**src/verilog/phy_pins_pkg.sv**
```systemverilog
package phy_pins_pkg;

	// ------------------------------------------------------------------
	// timing
	// ------------------------------------------------------------------
	localparam int CLOCK_PERIOD_PS    = 4000;
	localparam int HARD_RESET_MIN_NS  = 25000;
	localparam int HARD_RESET_CYCLES  =
		(HARD_RESET_MIN_NS * 1000 + CLOCK_PERIOD_PS - 1) / CLOCK_PERIOD_PS;
	localparam int BLINK_HALF_MS      = 50;
	localparam int BLINK_HALF_CYCLES  =
		(BLINK_HALF_MS * 1000000 / CLOCK_PERIOD_PS) * 1000;
	localparam int REF_CLOCK_KHZ      = 25000;
	// half period of the reference clock, rounded down
	localparam int REF_HALF_CYCLES    =
		1000000000 / (REF_CLOCK_KHZ * 2) / CLOCK_PERIOD_PS;

	// ------------------------------------------------------------------
	// register map
	// ------------------------------------------------------------------
	localparam int          ADDR_W        = 8;
	localparam logic [7:0]  CTRL_OFFSET   = 8'h00;
	localparam logic [7:0]  STATUS_OFFSET = 8'h04;
	localparam logic [1:0]  RESP_OKAY     = 2'h0;
	localparam logic [1:0]  RESP_SLVERR   = 2'h2;

	// collision pin function select
	typedef enum logic [1:0] {
		COL_FUNC_COLLISION = 2'h0,
		COL_FUNC_AUX_LED   = 2'h1,
		COL_FUNC_TX_ERROR  = 2'h2,
		COL_FUNC_GPIO      = 2'h3
	} col_func_t;

	typedef enum logic [2:0] {
		SEL_NONE   = 3'h1,
		SEL_CTRL   = 3'h2,
		SEL_STATUS = 3'h4
	} reg_sel_t;

	// control register, bits 6:0 of the word
	typedef struct packed {
		logic      gpio_drive;
		logic      gpio_value;
		logic      deep_power_down;
		logic      speed_led_en;
		logic      crs_as_led;
		col_func_t col_func;
	} ctrl_t;

	localparam ctrl_t CTRL_RESET = '{
		gpio_drive: 1'b0, gpio_value: 1'b0, deep_power_down: 1'b0,
		speed_led_en: 1'b0, crs_as_led: 1'b0,
		col_func: COL_FUNC_COLLISION};

	typedef struct packed {
		logic               awvalid;
		logic [ADDR_W-1:0]  awaddr;
		logic               wvalid;
		logic [31:0]        wdata;
		logic [3:0]         wstrb;
		logic               bready;
		logic               arvalid;
		logic [ADDR_W-1:0]  araddr;
		logic               rready;
	} axi_req_t;

	typedef struct packed {
		logic        awready;
		logic        wready;
		logic        bvalid;
		logic [1:0]  bresp;
		logic        arready;
		logic        rvalid;
		logic [31:0] rdata;
		logic [1:0]  rresp;
	} axi_rsp_t;

endpackage : phy_pins_pkg

```
**src/verilog/phy_status_pins.sv**
```systemverilog
// Operation
// - MII full duplex holds collision output low whenever the collision function is selected.
// - MII half duplex: collision only while transmit and receive both busy.
// - collision pin selectable as aux LED, transmit error or GPIO; RMII: LED.
// - MII carrier sense high while receive or transmit medium is busy.
// - carrier pin selectable as third aux LED; RMII defaults to that LED.
// - link/activity LED on with good link, blinks during transmit or receive.
// - each LED active level comes from its sensed strap pull.
// - after power-on with its strap pulled high the reference pin outputs a 25 MHz clock.
// - reference clock survives hard reset; only power-on reset or deep power down stops it.
// - speed LED on for 100 M link, off for 10 M or no link.
// - speed LED strap latched at power-up only, not on pin reset.
// - hard reset held low 25 us at least then causes full reset.
// - hard reset re-samples all straps except the speed LED strap and restores register defaults.
// - grounded mode strap selects common pinout, open or high extended.
//
// The register offsets and the AXI4-Lite slave port were decided locally.
module phy_status_pins #(
	parameter int HARD_RESET_CYCLES = phy_pins_pkg::HARD_RESET_CYCLES,
	parameter int BLINK_HALF_CYCLES = phy_pins_pkg::BLINK_HALF_CYCLES,
	parameter int REF_HALF_CYCLES   = phy_pins_pkg::REF_HALF_CYCLES
) (
	input  wire logic                   clock_in,
	input  wire logic                   sys_rst_in,
	input  wire logic                   hard_reset_n_in,
	input  wire phy_pins_pkg::axi_req_t axi_req_in,
	output phy_pins_pkg::axi_rsp_t      axi_rsp_out,
	input  wire logic                   rmii_mode_in,
	input  wire logic                   full_duplex_in,
	input  wire logic                   link_up_in,
	input  wire logic                   link_100_in,
	input  wire logic                   tx_active_in,
	input  wire logic                   rx_active_in,
	input  wire logic                   pinout_mode_strap_in,
	input  wire logic                   link_activity_led_in,
	output logic                        link_activity_led_out,
	output logic                        link_activity_led_oe_out,
	input  wire logic                   ref_clock_pin_in,
	output logic                        ref_clock_out,
	output logic                        ref_clock_oe_out,
	input  wire logic                   collision_pin_in,
	output logic                        collision_pin_out,
	output logic                        collision_pin_oe_out,
	input  wire logic                   carrier_pin_in,
	output logic                        carrier_pin_out,
	output logic                        carrier_pin_oe_out,
	output logic                        tx_error_out,
	output logic                        common_pinout_mode_out
);

	// ------------------------------------------------------------------
	// elaboration checks
	// ------------------------------------------------------------------
	generate
		if (HARD_RESET_CYCLES < 1 || BLINK_HALF_CYCLES < 1 ||
		    REF_HALF_CYCLES < 1) begin : g_bad_param
			$error("phy_status_pins: counts must be at least one");
		end
	endgenerate

	localparam int HR_W = $clog2(HARD_RESET_CYCLES + 1);
	localparam int BL_W = $clog2(BLINK_HALF_CYCLES + 1);
	localparam int RF_W = $clog2(REF_HALF_CYCLES + 1);
	localparam logic [HR_W-1:0] HR_LAST = HR_W'(HARD_RESET_CYCLES);
	localparam logic [BL_W-1:0] BL_LAST = BL_W'(BLINK_HALF_CYCLES - 1);
	localparam logic [RF_W-1:0] RF_LAST = RF_W'(REF_HALF_CYCLES - 1);

	function automatic phy_pins_pkg::reg_sel_t decode_reg(
		input logic [phy_pins_pkg::ADDR_W-1:0] addr
	);
		if (addr == phy_pins_pkg::CTRL_OFFSET)
			return phy_pins_pkg::SEL_CTRL;
		else if (addr == phy_pins_pkg::STATUS_OFFSET)
			return phy_pins_pkg::SEL_STATUS;
		else
			return phy_pins_pkg::SEL_NONE;
	endfunction : decode_reg

	// ------------------------------------------------------------------
	// hard reset pin
	// ------------------------------------------------------------------
	logic [HR_W-1:0] hr_count;
	wire             hr_done  = (hr_count == HR_LAST);
	// shorter pulses are ignored as glitches
	wire             in_hard_reset = hr_done & ~hard_reset_n_in;
	wire             dev_rst  = sys_rst_in | in_hard_reset;

	always_ff @(posedge clock_in) begin
		if (sys_rst_in || hard_reset_n_in)
			hr_count <= '0;
		else if (!hr_done)
			hr_count <= hr_count + HR_W'(1);
	end

	// ------------------------------------------------------------------
	// straps
	// ------------------------------------------------------------------
	// pins float as inputs while pending; sampled one cycle after release
	logic strap_pending;
	logic por_pending;
	logic speed_strap;
	logic pinout_ext;
	logic link_led_pol;
	logic speed_led_pol;
	logic col_led_pol;
	logic crs_led_pol;

	wire strap_take = strap_pending & ~dev_rst;
	wire por_take   = por_pending & ~sys_rst_in;

	always_ff @(posedge clock_in) begin
		if (dev_rst)
			strap_pending <= 1'b1;
		else
			strap_pending <= 1'b0;
	end

	always_ff @(posedge clock_in) begin
		if (sys_rst_in) begin
			por_pending   <= 1'b1;
			speed_strap   <= 1'b0;
			speed_led_pol <= 1'b0;
		end else if (por_take) begin
			por_pending   <= 1'b0;
			// pulled low selects the speed LED, pulled high the clock
			speed_strap   <= ~ref_clock_pin_in;
			speed_led_pol <= ~ref_clock_pin_in;
		end
	end

	always_ff @(posedge clock_in) begin
		if (sys_rst_in) begin
			pinout_ext   <= 1'b1;
			link_led_pol <= 1'b0;
			col_led_pol  <= 1'b0;
			crs_led_pol  <= 1'b0;
		end else if (strap_take) begin
			pinout_ext   <= pinout_mode_strap_in;
			// a pull-down means the LED lights when driven high
			link_led_pol <= ~link_activity_led_in;
			col_led_pol  <= ~collision_pin_in;
			crs_led_pol  <= ~carrier_pin_in;
		end
	end

	// ------------------------------------------------------------------
	// register bus
	// ------------------------------------------------------------------
	phy_pins_pkg::ctrl_t ctrl;
	phy_pins_pkg::ctrl_t ctrl_default;
	logic                aw_have;
	logic                w_have;
	logic [phy_pins_pkg::ADDR_W-1:0] aw_addr;
	logic [31:0]         w_data;
	logic [3:0]          w_strb;

	assign ctrl_default = '{
		gpio_drive: 1'b0, gpio_value: 1'b0, deep_power_down: 1'b0,
		speed_led_en: 1'b0,
		crs_as_led: rmii_mode_in,
		col_func: rmii_mode_in ? phy_pins_pkg::COL_FUNC_AUX_LED
		                       : phy_pins_pkg::COL_FUNC_COLLISION};

	wire aw_fire  = axi_req_in.awvalid & axi_rsp_out.awready;
	wire w_fire   = axi_req_in.wvalid & axi_rsp_out.wready;
	wire b_fire   = axi_req_in.bready & axi_rsp_out.bvalid;
	wire ar_fire  = axi_req_in.arvalid & axi_rsp_out.arready;
	wire r_fire   = axi_req_in.rready & axi_rsp_out.rvalid;
	wire do_write = aw_have & w_have & ~axi_rsp_out.bvalid;

	wire phy_pins_pkg::reg_sel_t wsel = decode_reg(aw_addr);
	wire phy_pins_pkg::reg_sel_t rsel = decode_reg(axi_req_in.araddr);
	wire ctrl_wr = do_write & (wsel == phy_pins_pkg::SEL_CTRL) & w_strb[0];

	wire next_aw_have = (aw_have | aw_fire) & ~do_write;
	wire next_w_have  = (w_have | w_fire) & ~do_write;
	wire next_bvalid  = do_write | (axi_rsp_out.bvalid & ~b_fire);
	wire next_rvalid  = ar_fire | (axi_rsp_out.rvalid & ~r_fire);

	logic [31:0] status_word;
	assign status_word = {23'h0, tx_error_out, collision_pin_in,
		crs_led_pol, col_led_pol, speed_led_pol, link_led_pol,
		speed_strap, rmii_mode_in, ~pinout_ext};

	wire [31:0] read_word =
		(rsel == phy_pins_pkg::SEL_CTRL)   ? {25'h0, ctrl} :
		(rsel == phy_pins_pkg::SEL_STATUS) ? status_word : 32'h0;

	always_ff @(posedge clock_in) begin
		if (dev_rst)
			ctrl <= phy_pins_pkg::CTRL_RESET;
		else if (strap_take)
			ctrl <= ctrl_default;
		else if (ctrl_wr)
			ctrl <= phy_pins_pkg::ctrl_t'(w_data[6:0]);
	end

	always_ff @(posedge clock_in) begin
		if (dev_rst) begin
			aw_have     <= 1'b0;
			w_have      <= 1'b0;
			aw_addr     <= '0;
			w_data      <= 32'h0;
			w_strb      <= 4'h0;
			axi_rsp_out <= '0;
		end else begin
			aw_have <= next_aw_have;
			w_have  <= next_w_have;
			if (aw_fire)
				aw_addr <= axi_req_in.awaddr;
			if (w_fire) begin
				w_data <= axi_req_in.wdata;
				w_strb <= axi_req_in.wstrb;
			end
			axi_rsp_out.awready <= ~next_aw_have & ~next_bvalid;
			axi_rsp_out.wready  <= ~next_w_have & ~next_bvalid;
			axi_rsp_out.bvalid  <= next_bvalid;
			if (do_write)
				axi_rsp_out.bresp <= (wsel == phy_pins_pkg::SEL_NONE)
					? phy_pins_pkg::RESP_SLVERR : phy_pins_pkg::RESP_OKAY;
			axi_rsp_out.arready <= ~next_rvalid;
			axi_rsp_out.rvalid  <= next_rvalid;
			if (ar_fire) begin
				axi_rsp_out.rdata <= read_word;
				axi_rsp_out.rresp <= (rsel == phy_pins_pkg::SEL_NONE)
					? phy_pins_pkg::RESP_SLVERR : phy_pins_pkg::RESP_OKAY;
			end
		end
	end

	// ------------------------------------------------------------------
	// activity blink
	// ------------------------------------------------------------------
	logic [BL_W-1:0] blink_count;
	logic            blink_phase;
	wire             activity = tx_active_in | rx_active_in;

	always_ff @(posedge clock_in) begin
		if (dev_rst || !activity) begin
			blink_count <= '0;
			blink_phase <= 1'b0;
		end else if (blink_count == BL_LAST) begin
			blink_count <= '0;
			blink_phase <= ~blink_phase;
		end else begin
			blink_count <= blink_count + BL_W'(1);
		end
	end

	// ------------------------------------------------------------------
	// reference clock divider
	// ------------------------------------------------------------------
	// only power-on reset or deep power down clears it, so a hard reset never glitches the clock
	logic [RF_W-1:0] ref_count;
	logic            ref_phase;

	always_ff @(posedge clock_in) begin
		if (sys_rst_in || ctrl.deep_power_down) begin
			ref_count <= '0;
			ref_phase <= 1'b0;
		end else if (ref_count == RF_LAST) begin
			ref_count <= '0;
			ref_phase <= ~ref_phase;
		end else begin
			ref_count <= ref_count + RF_W'(1);
		end
	end

	// ------------------------------------------------------------------
	// pin functions
	// ------------------------------------------------------------------
	wire link_on   = link_up_in & ~(activity & blink_phase);
	wire speed_on  = link_up_in & link_100_in;
	wire speed_sel = speed_strap | ctrl.speed_led_en;
	wire col_mii   = ~full_duplex_in &
	                 tx_active_in & rx_active_in;
	wire crs_mii   = activity;
	wire aux2_on   = link_up_in & full_duplex_in;
	wire aux3_on   = activity;

	logic next_col_out;
	logic next_col_oe;
	always_comb begin
		next_col_out = 1'b0;
		next_col_oe  = 1'b1;
		unique case (ctrl.col_func)
			phy_pins_pkg::COL_FUNC_COLLISION: next_col_out = col_mii;
			phy_pins_pkg::COL_FUNC_AUX_LED:
				next_col_out = aux2_on ~^ col_led_pol;
			phy_pins_pkg::COL_FUNC_TX_ERROR: next_col_oe = 1'b0;
			phy_pins_pkg::COL_FUNC_GPIO: begin
				next_col_out = ctrl.gpio_value;
				next_col_oe  = ctrl.gpio_drive;
			end
		endcase
	end

	wire next_crs_out = ctrl.crs_as_led ? (aux3_on ~^ crs_led_pol)
	                                    : crs_mii;
	wire next_ref_out = speed_sel ? (speed_on ~^ speed_led_pol)
	                              : ref_phase;

	always_ff @(posedge clock_in) begin
		if (dev_rst || strap_pending) begin
			link_activity_led_out    <= 1'b0;
			link_activity_led_oe_out <= 1'b0;
			collision_pin_out        <= 1'b0;
			collision_pin_oe_out     <= 1'b0;
			carrier_pin_out          <= 1'b0;
			carrier_pin_oe_out       <= 1'b0;
			tx_error_out             <= 1'b0;
		end else begin
			link_activity_led_out    <= link_on ~^ link_led_pol;
			link_activity_led_oe_out <= 1'b1;
			collision_pin_out        <= next_col_out;
			collision_pin_oe_out     <= next_col_oe;
			carrier_pin_out          <= next_crs_out;
			carrier_pin_oe_out       <= 1'b1;
			tx_error_out             <= (ctrl.col_func ==
				phy_pins_pkg::COL_FUNC_TX_ERROR) & collision_pin_in;
		end
	end

	always_ff @(posedge clock_in) begin
		if (sys_rst_in || por_pending) begin
			ref_clock_out    <= 1'b0;
			ref_clock_oe_out <= 1'b0;
		end else begin
			ref_clock_out    <= next_ref_out;
			ref_clock_oe_out <= 1'b1;
		end
	end

	always_ff @(posedge clock_in) begin
		if (sys_rst_in)
			common_pinout_mode_out <= 1'b0;
		else
			common_pinout_mode_out <= ~pinout_ext;
	end

endmodule : phy_status_pins
```
**config.mk**
```make
export PLATFORM = sky130hd
export DESIGN_NAME = phy_status_pins
export DESIGN_NICKNAME = d
export VERILOG_FILES = /design/src/verilog/phy_pins_pkg.sv /design/src/verilog/phy_status_pins.sv
export SDC_FILE = /design/constraint.sdc
export NUM_CORES = 1
export LEC_CHECK = 0
export BUFFER_PORTS_ARGS = -buffer_cell sky130_fd_sc_hd__buf_2
export CORE_UTILIZATION = 49
export CTS_BUF_LIST = sky130_fd_sc_hd__clkbuf_8
export DETAILED_ROUTE_END_ITERATION = 12
export GPL_ROUTABILITY_DRIVEN = 0
export GPL_TIMING_DRIVEN = 1
export PLACE_DENSITY = 0.85
export SKIP_LAST_GASP = 1
export SYNTH_ARGS = -nofsm -noshare
export SYNTH_HDL_FRONTEND = slang
export SYNTH_SLANG_ARGS = --single-unit
```
**constraint.sdc**
```tcl
create_clock -name clock_in -period 2.5 [get_ports clock_in]
set_input_delay 0.25 -clock clock_in [delete_from_list [all_inputs] [get_ports clock_in]]
set_output_delay 0.25 -clock clock_in [all_outputs]
set_load 0.02 [all_outputs]
```
==> results.cfg, run 1 <==
[synthesis]
netlist.area_leader.share = 0.470
async_flop_share = 0
yosysTopAreaCell = dfxtp_1
synth_edf_count = 0
ys_ff_latch = 99
ys_top_cells_by_area = dfxtp_1 47%, nand2_1 5.1%, nor2_1 5.0%
synth_cells = 481
ys_types = 47
synthFlopType = dfxtp_1
yosys-top-cells-count = 99 x dfxtp_1, 57 x nand2_1, 56 x nor2_1
synth.most_common_cell = dfxtp_1
ys_warn_count = 0
netlist_area_mm2 = 0.00422
syn_area_per_cell_um2 = 8.77
yosysSeqAreaShare = 0.470

[global_route]
grt_pass1_vias = 3288
met3_usage = 0.0451
grt_remaining_overflow = 0
antenna_found_initial = 0
grt_usage = 0.198
grtUsageMet2 = 0.354
grt_max_degree = 25
grt_util_met1 = 0.222
grt_pass1_wl_um = 14000
grt_busiest_layer = met2

[floorplan]
die_area_mm2 = 0.00898
io_pins = 122
start_util = 0.511
fp.coreArea_mm2 = 0.00826
die_w_um = 94.8
rows = 33
fp.dieH_um = 94.8

[critical_path]
crit_type = reg -> reg
critPathLaunchType = register
worst_r2r_endpoint = w_have
cp_max_fo = 22
reg2reg_slack_ns = 0.31
worstSetupEndpointType = register
reg2reg_depth = 5
reg2reg_from = hr_count[6]
worstPathArrival_ns = 2.44
cp_data_required_time_ns = 2.75

[sta]
setup_ws_ns = 0.309
slew_headroom = 0.556
setup_violations = 0
hold_ws_ns = 0.0612
hold_viol_final = 0
fin_crit_ns = 2.19
worst_clock_skew_ns = 0.00965
finalMaxSlewViolations = 0
rsz0062_at_grt = no
worst_pin_slew_ns = 0.657
finalSetupTns_ns = 0
period_share = 0.876
fmax_ghz = 0.456

[min_path]
hp-class = in -> reg
holdPathEnd = speed_led_pol
min_path_cells = 2
hold_start = ref_clock_pin_in

[clock_tree]
clock-root-buffer = clkbuf_8
cts.sinks = 99
hold_buffers = 0
cts-resized-gates = 0
cts_made_buffers = 9
clockBufferDepth = 2
path_clk_slew_ns = 0.09
cts_tree = yes
clk_latency_ns = 0.36
htreeDepth = 3
cts_setup_buffers = 0

[route]
wl_per_cell_um = 13.1
firstDrtPassIters = 5
drtIter0Drc = 110
drt-total-wl_um = 8620
dr_total_vias = 3487
via_per_inst = 5.32
drc = 0
ant_nets = 0

[layout]
n_fill_cell = 722
layout.nets = 622
fin_cells = 656
drive_gt1_frac = 0.165
multi_input_area_mm2 = 0.00201
final_area_mm2 = 0.00474
area_growth_syn_to_layout_pct = 12.4
ff_latch_area_mm2 = 0.00198
diodes = 0

[power_and_ir_drop]
power.density_mw_per_mm2 = 611
power.switching_fraction = 0.251
p_leak_nw = 1.93
seq_power_share = 0.572
power_switching_mw = 0.727
combPwrFrac = 0.087
irDropWorstVdd_mv = 0.372
clkPwrFrac = 0.341
intPower_mw = 2.17

[job]
cap_violations = 0

[placement]
placed_cell_area_mm2 = 0.00456
dp_hpwl_um = 6410
pre_cts_slack_ns = 0.379
io_buffers = 68
dpl.cell_count = 640

[outcome]
outcome = finished clean
[how the worst max path moves through the flow]
stage / startpoint / endpoint / slack (ns) / depth (start not counted)
after global placement: hr_count[0] / w_have / 0.45 / 7
final: hr_count[6] / w_have / 0.31 / 5
after global routing: hr_count[0] / w_have / 0.11 / 7
after detailed placement: hr_count[6] / w_have / 0.38 / 5
after floorplan: hr_count[0] / blink_count[20] / 0.70 / 7
after CTS: hr_count[6] / axi_rsp_out[34] / 0.32 / 5
[metrics by stage]
step	power (mW)	util
2_1_floorplan	1.89	-
3_3_place_gp	1.93	0.552
3_5_place_dp	1.94	0.552
4_1_cts	2.91	0.574
5_1_grt	3.01	0.574
6_report	2.90	0.574
[per-layer routing]
layer,up-vias,wire [um]
met3,10,403
met4,0,121
met2,86,4330
met5,-,0
li1,1748,-
met1,1643,3760
[area by class of cell]
class / instances / area share
Multi-Input combinational cell: 350 / 0.424
Sequential cell: 99 / 0.418
Timing Repair Buffer: 71 / 0.0792
Tap cell: 105 / 0.0277
Clock buffer: 9 / 0.0261
Clock inverter: 7 / 0.0132
Inverter: 15 / 0.0119
[cells by family (layout without fill, tap and decap cells)]
family,count (synthesis),in the layout,synth area share
compound gates,77,77,0.112
xor+xnor,24,24,0.0498
fa+ha+maj,5,5,0.0148
buf+inv,56,102,0.0748
flops,99,99,0.470
mux,15,15,0.0356
other cells,1,25,0.000889
simple gates,204,204,0.242
[cells in the final DEF (no fill, tap or decap), drive strengths merged, types with 2 or more instances in the layout]
master   Yosys  routed
nand4       11      11
a2bb2oi      9       9
nand2       57      57
a211oi       5       5
inv         15      18
a31oi        2       2
clkbuf       7       9
nand3       14      14
o21ai       11      11
nor2        56      56
buf         34      71
ha           5       5
conb         1      25
a41oi        2       2
and4         5       5
nor4         2       2
nor3b        2       2
nor4bb       2       2
or3          8       8
clkinv       0       2
or4          7       7
and3         3       3
xnor2       14      14
o31ai        4       4
nand2b       4       4
xor2        10      10
nor2b        3       3
or2          2       2
and2         5       5
nand3b       2       2
dfxtp       99      99
nor3        15      15
mux2i       15      15
a21oi       38      38
nor4b        3       3
[sequential cells by signal (all words and copies together), names as in the netlist, 3 cells and up]
name         cells
ref_count        3
ctrl             7
blink_count     24
aw_addr          8
hr_count        13
axi_rsp_out     16
w_data           7
[worst max-delay path, cell delays in order, from the launching register on]
cell and delay (ns):
dfxtp_1 0.47, nor4bb_1 0.56, a41oi_1 0.36, inv_1 0.41, buf_12 0.21, nor3_1 0.06
[power groups by stage]
stage | combinational (mW) | sequential, mW | clock [mW]
finish | 0.251 | 1.66 | 0.987
global route | 0.280 | 1.66 | 1.07
CTS | 0.252 | 1.66 | 1.01
detailed placement | 0.251 | 1.69 | 0
global placement | 0.244 | 1.69 | 0
floorplan | 0.187 | 1.70 | 0
No activity file was read; power rests on OpenSTA's default activity.
==> run 2: changes to the inputs <==
Settings changed: CTS_BUF_LIST sky130_fd_sc_hd__clkbuf_8 to sky130_fd_sc_hd__clkbuf_4 sky130_fd_sc_hd__clkbuf_8, CTS_CLUSTER_DIAMETER set to 50.
==> results.cfg, run 2 (synthesized netlist as in run 1, its figures left out) <==
[floorplan]
start_util = 0.511
rows = 33
die_w_um = 94.8
fp.dieH_um = 94.8
fp.coreArea_mm2 = 0.00826
die_area_mm2 = 0.00898
io_pins = 122

[sta]
finalSetupTns_ns = 0
setup_violations = 0
rsz0062_at_grt = no
hold_viol_final = 0
worst_clock_skew_ns = 0.00935
finalMaxSlewViolations = 0
worst_pin_slew_ns = 0.650
fmax_ghz = 0.450
fin_crit_ns = 2.22
period_share = 0.889
slew_headroom = 0.561

[clock_tree]
clk_latency_ns = 0.36
hold_buffers = 0
path_clk_slew_ns = 0.09
cts_setup_buffers = 0
clock-root-buffer = clkbuf_8
clockBufferDepth = 2
htreeDepth = 3
cts.sinks = 99
cts-resized-gates = 0
cts_made_buffers = 9
cts_tree = yes

[global_route]
grt_pass1_vias = 3319
grt_busiest_layer = met2
grt_pass1_wl_um = 14100
met3_usage = 0.0459
grt_remaining_overflow = 0
grt_util_met1 = 0.222
grt_usage = 0.198
antenna_found_initial = 0
grt_max_degree = 25
grtUsageMet2 = 0.354

[power_and_ir_drop]
p_leak_nw = 1.92
power.density_mw_per_mm2 = 617
irDropWorstVdd_mv = 0.372
power_mw = 2.93

[route]
wl_per_cell_um = 13.2
via_per_inst = 5.35
dr_total_vias = 3509
drt-total-wl_um = 8650
drc = 0
ant_nets = 0
drtIter0Drc = 101
firstDrtPassIters = 4

[min_path]
hold_start = ref_clock_pin_in
min_path_cells = 2
holdPathEnd = speed_led_pol
hp-class = in -> reg

[layout]
fin_util = 0.576
diodes = 0
layout_commonest_cell = dfxtp_1
fin_cells = 656
layout.nets = 622
n_fill_cell = 725
final_cell_mix = 99 x dfxtp_1, 68 x buf_2, 57 x nand2_1
top_register = blink_count
drive_gt1_frac = 0.171
area_growth_syn_to_layout_pct = 12.7
reg_top3 = blink_count x24, axi_rsp_out x16, hr_count x13
largest_reg_flops = 24

[job]
cap_violations = 0

[placement]
io_buffers = 68
dpl.cell_count = 640
dp_hpwl_um = 6410

[outcome]
outcome = finished clean

[critical_path]
worst_r2r_endpoint = w_have
cp_max_fo = 22
reg2reg_from = hr_count[6]
reg2reg_slack_ns = 0.28
reg2reg_depth = 5
crit_type = reg -> reg
worstSetupEndpointType = register
cp_data_required_time_ns = 2.74
worstPathArrival_ns = 2.47
critPathLaunchType = register
## run 2: metrics by stage
step                setup slack, ns  hold slack [ns]  instance area, um2
floorplan                     0.704            0.333                4310
global placement              0.446            0.427                4560
detailed placement            0.379            0.438                4560
CTS                           0.317           0.0518                4750
global route                  0.116           0.0539                4750
finish                        0.277           0.0666                4750
## run 2: power by group
group	switching, mW	internal, mW	total, mW
combinational	0.160	0.0924	0.252
clock	0.528	0.497	1.03
sequential	0.0333	1.62	1.66
total	0.721	2.21	2.93
## run 2: worst max-delay path by stage
stage / depth (start not counted) / slack (ns) / end / from
CTS: 5 / 0.32 / axi_rsp_out[34] / hr_count[6]
global placement: 7 / 0.45 / w_have / hr_count[0]
finish: 5 / 0.28 / w_have / hr_count[6]
detailed placement: 5 / 0.38 / w_have / hr_count[6]
global route: 7 / 0.12 / w_have / hr_count[0]
floorplan: 7 / 0.70 / blink_count[20] / hr_count[0]
## run 2: area by class of cell
| cell class | instances | area, um2 | area share |
|---|---|---|---|
| Clock inverter | 4 | 51.3 | 0.0108 |
| Inverter | 15 | 56.3 | 0.0118 |
| Multi-Input combinational cell | 350 | 2010 | 0.423 |
| Sequential cell | 99 | 1980 | 0.417 |
| Timing Repair Buffer | 71 | 375 | 0.0790 |
| Tap cell | 105 | 131 | 0.0276 |
| Clock buffer | 12 | 146 | 0.0308 |
## run 2: per-layer routing
layer  up-vias  part of all wire
met4         0             0.019
met2       103              0.50
met5         -                 0
met3        13             0.054
met1      1645              0.43
li1       1748                 -
## run 2: worst max-delay path, stage by stage (launching register included)
cell	delay [ns]
dfxtp_1	0.48
nor4bb_1	0.57
a41oi_1	0.37
inv_1	0.41
buf_12	0.21
nor3_1	0.06
==> run 3: changes to the inputs <==
Settings changed: CORE_UTILIZATION 49 to 48, PLACE_DENSITY 0.85 to 0.87.
Clock period 2.5 ns to 1.9 ns, I/O delays scaled along.
==> results.cfg, run 3 (synthesized netlist as in run 1, its figures left out) <==
[layout]
final_cell_mix = 97 x dfxtp_1, 68 x buf_2, 56 x nor2_1, 56 x nand2_1, 38 x a21oi_1
top_register = blink_count
diodes = 0
area_growth_syn_to_layout_pct = 15.3
drive_gt1_frac = 0.194
layout_commonest_cell = dfxtp_1
layout.nets = 634
largest_reg_flops = 24
reg_top3 = blink_count x24, axi_rsp_out x16, hr_count x13
fin_util = 0.583

[clock_tree]
htreeDepth = 3
clockBufferDepth = 2
path_clk_slew_ns = 0.09
clk_latency_ns = 0.35
cts_made_buffers = 9
cts.sinks = 99
cts_tree = yes
clock-root-buffer = clkbuf_8
cts_setup_buffers = 0

[critical_path]
crit_type = reg -> reg
reg2reg_depth = 4
worstSetupEndpointType = register
cp_max_fo = 5
crit_chain = nand4_1 -> or4_4 -> or4_1 -> a21oi_1
critPathSlowestCell = or4_4
critPathLaunchType = register
cp_data_required_time_ns = 2.19
worstPathArrival_ns = 2.10
slowest_delay_ns = 0.58

[sta]
hold_ws_ns = 0.0282
fmax_ghz = 0.554
fin_crit_ns = 1.81
worst_clock_skew_ns = 0.0125
period_share = 0.950
setup_violations = 0
finalMaxSlewViolations = 0
worst_pin_slew_ns = 0.626
setup_ws_ns = 0.0948
slew_headroom = 0.577
finalSetupTns_ns = 0
hold_viol_final = 0
rsz0062_at_grt = no

[floorplan]
fp.dieH_um = 95.7
io_pins = 122
start_util = 0.506
die_w_um = 95.7
rows = 33
die_area_mm2 = 0.00917
fp.coreArea_mm2 = 0.00834

[outcome]
outcome = finished clean

[route]
drtIter0Drc = 153
drt-total-wl_um = 8740
ant_nets = 0
dr_total_vias = 3554
via_per_inst = 5.34
firstDrtPassIters = 4
drc = 0
wl_per_cell_um = 13.1

[global_route]
grt_pass1_wl_um = 14300
grt_max_degree = 25
grt_remaining_overflow = 0
grt_usage = 0.198
antenna_found_initial = 0
grt_pass1_vias = 3308

[power_and_ir_drop]
power.density_mw_per_mm2 = 786
p_leak_nw = 1.98
power_mw = 3.82
irDropWorstVdd_mv = 0.421

[placement]
pre_cts_slack_ns = 0.0711
io_buffers = 68
dp_hpwl_um = 6400

[min_path]
min_path_cells = 2
hp-class = in -> reg

[job]
cap_violations = 0
==> run 3: timing repair <==
action,4_1_cts,5_1_grt
endpoints found under the setup margin,0,31
hold buffers,0,0
resized for setup,0,5
==> run 3: cell type report <==
class                           instances  area, um2
Fill cell                             734       3480
Multi-Input combinational cell        350       2030
Sequential cell                        99       1980
Timing Repair Buffer                   83        478
Clock buffer                           10        131
Tap cell                              105        131
Inverter                               15       56.3
Clock inverter                          4       53.8
==> run 3: path summary, 6_finish.rpt <==
kind / from / endpoint / slack, ns
setup / recovery: blink_count[12] / blink_count[23] / 0.09
hold / removal: ref_clock_pin_in / speed_led_pol / 0.03
setup reg to reg: blink_count[12] / blink_count[23] / 0.09
hold reg to reg: blink_count[0] / blink_count[0] / 0.45
==> run 3: layer usage <==
metal / track usage / part of all wire / routed length (um)
met1: 0.232 / 0.43 / 3770
met2: 0.358 / 0.50 / 4400
met3: 0.0419 / 0.051 / 447
met4: 0.0659 / 0.013 / 113
met5: 0 / 0 / 0
==> run 3: worst max-delay path: cells and delay by family, from the launching register on <==
family,cells,cell delay [ns]
and+or+nand+nor,3,1.21
DFF,1,0.40
AOI/OAI and AO/OA,1,0.15
==> run 3: power breakdown <==
group / leakage, nW / internal [mW] / switching, mW
combinational: 1.08 / 0.129 / 0.216
clock: 0.0879 / 0.612 / 0.687
sequential: 0.807 / 2.14 / 0.0433
total: 1.98 / 2.88 / 0.946
==> run 3: through the flow <==
step	cells	cell area (um2)
after floorplan	505	4310
after CTS	666	4840
after global routing	666	4860
after global placement	652	4660
final	666	4860
after detailed placement	652	4660
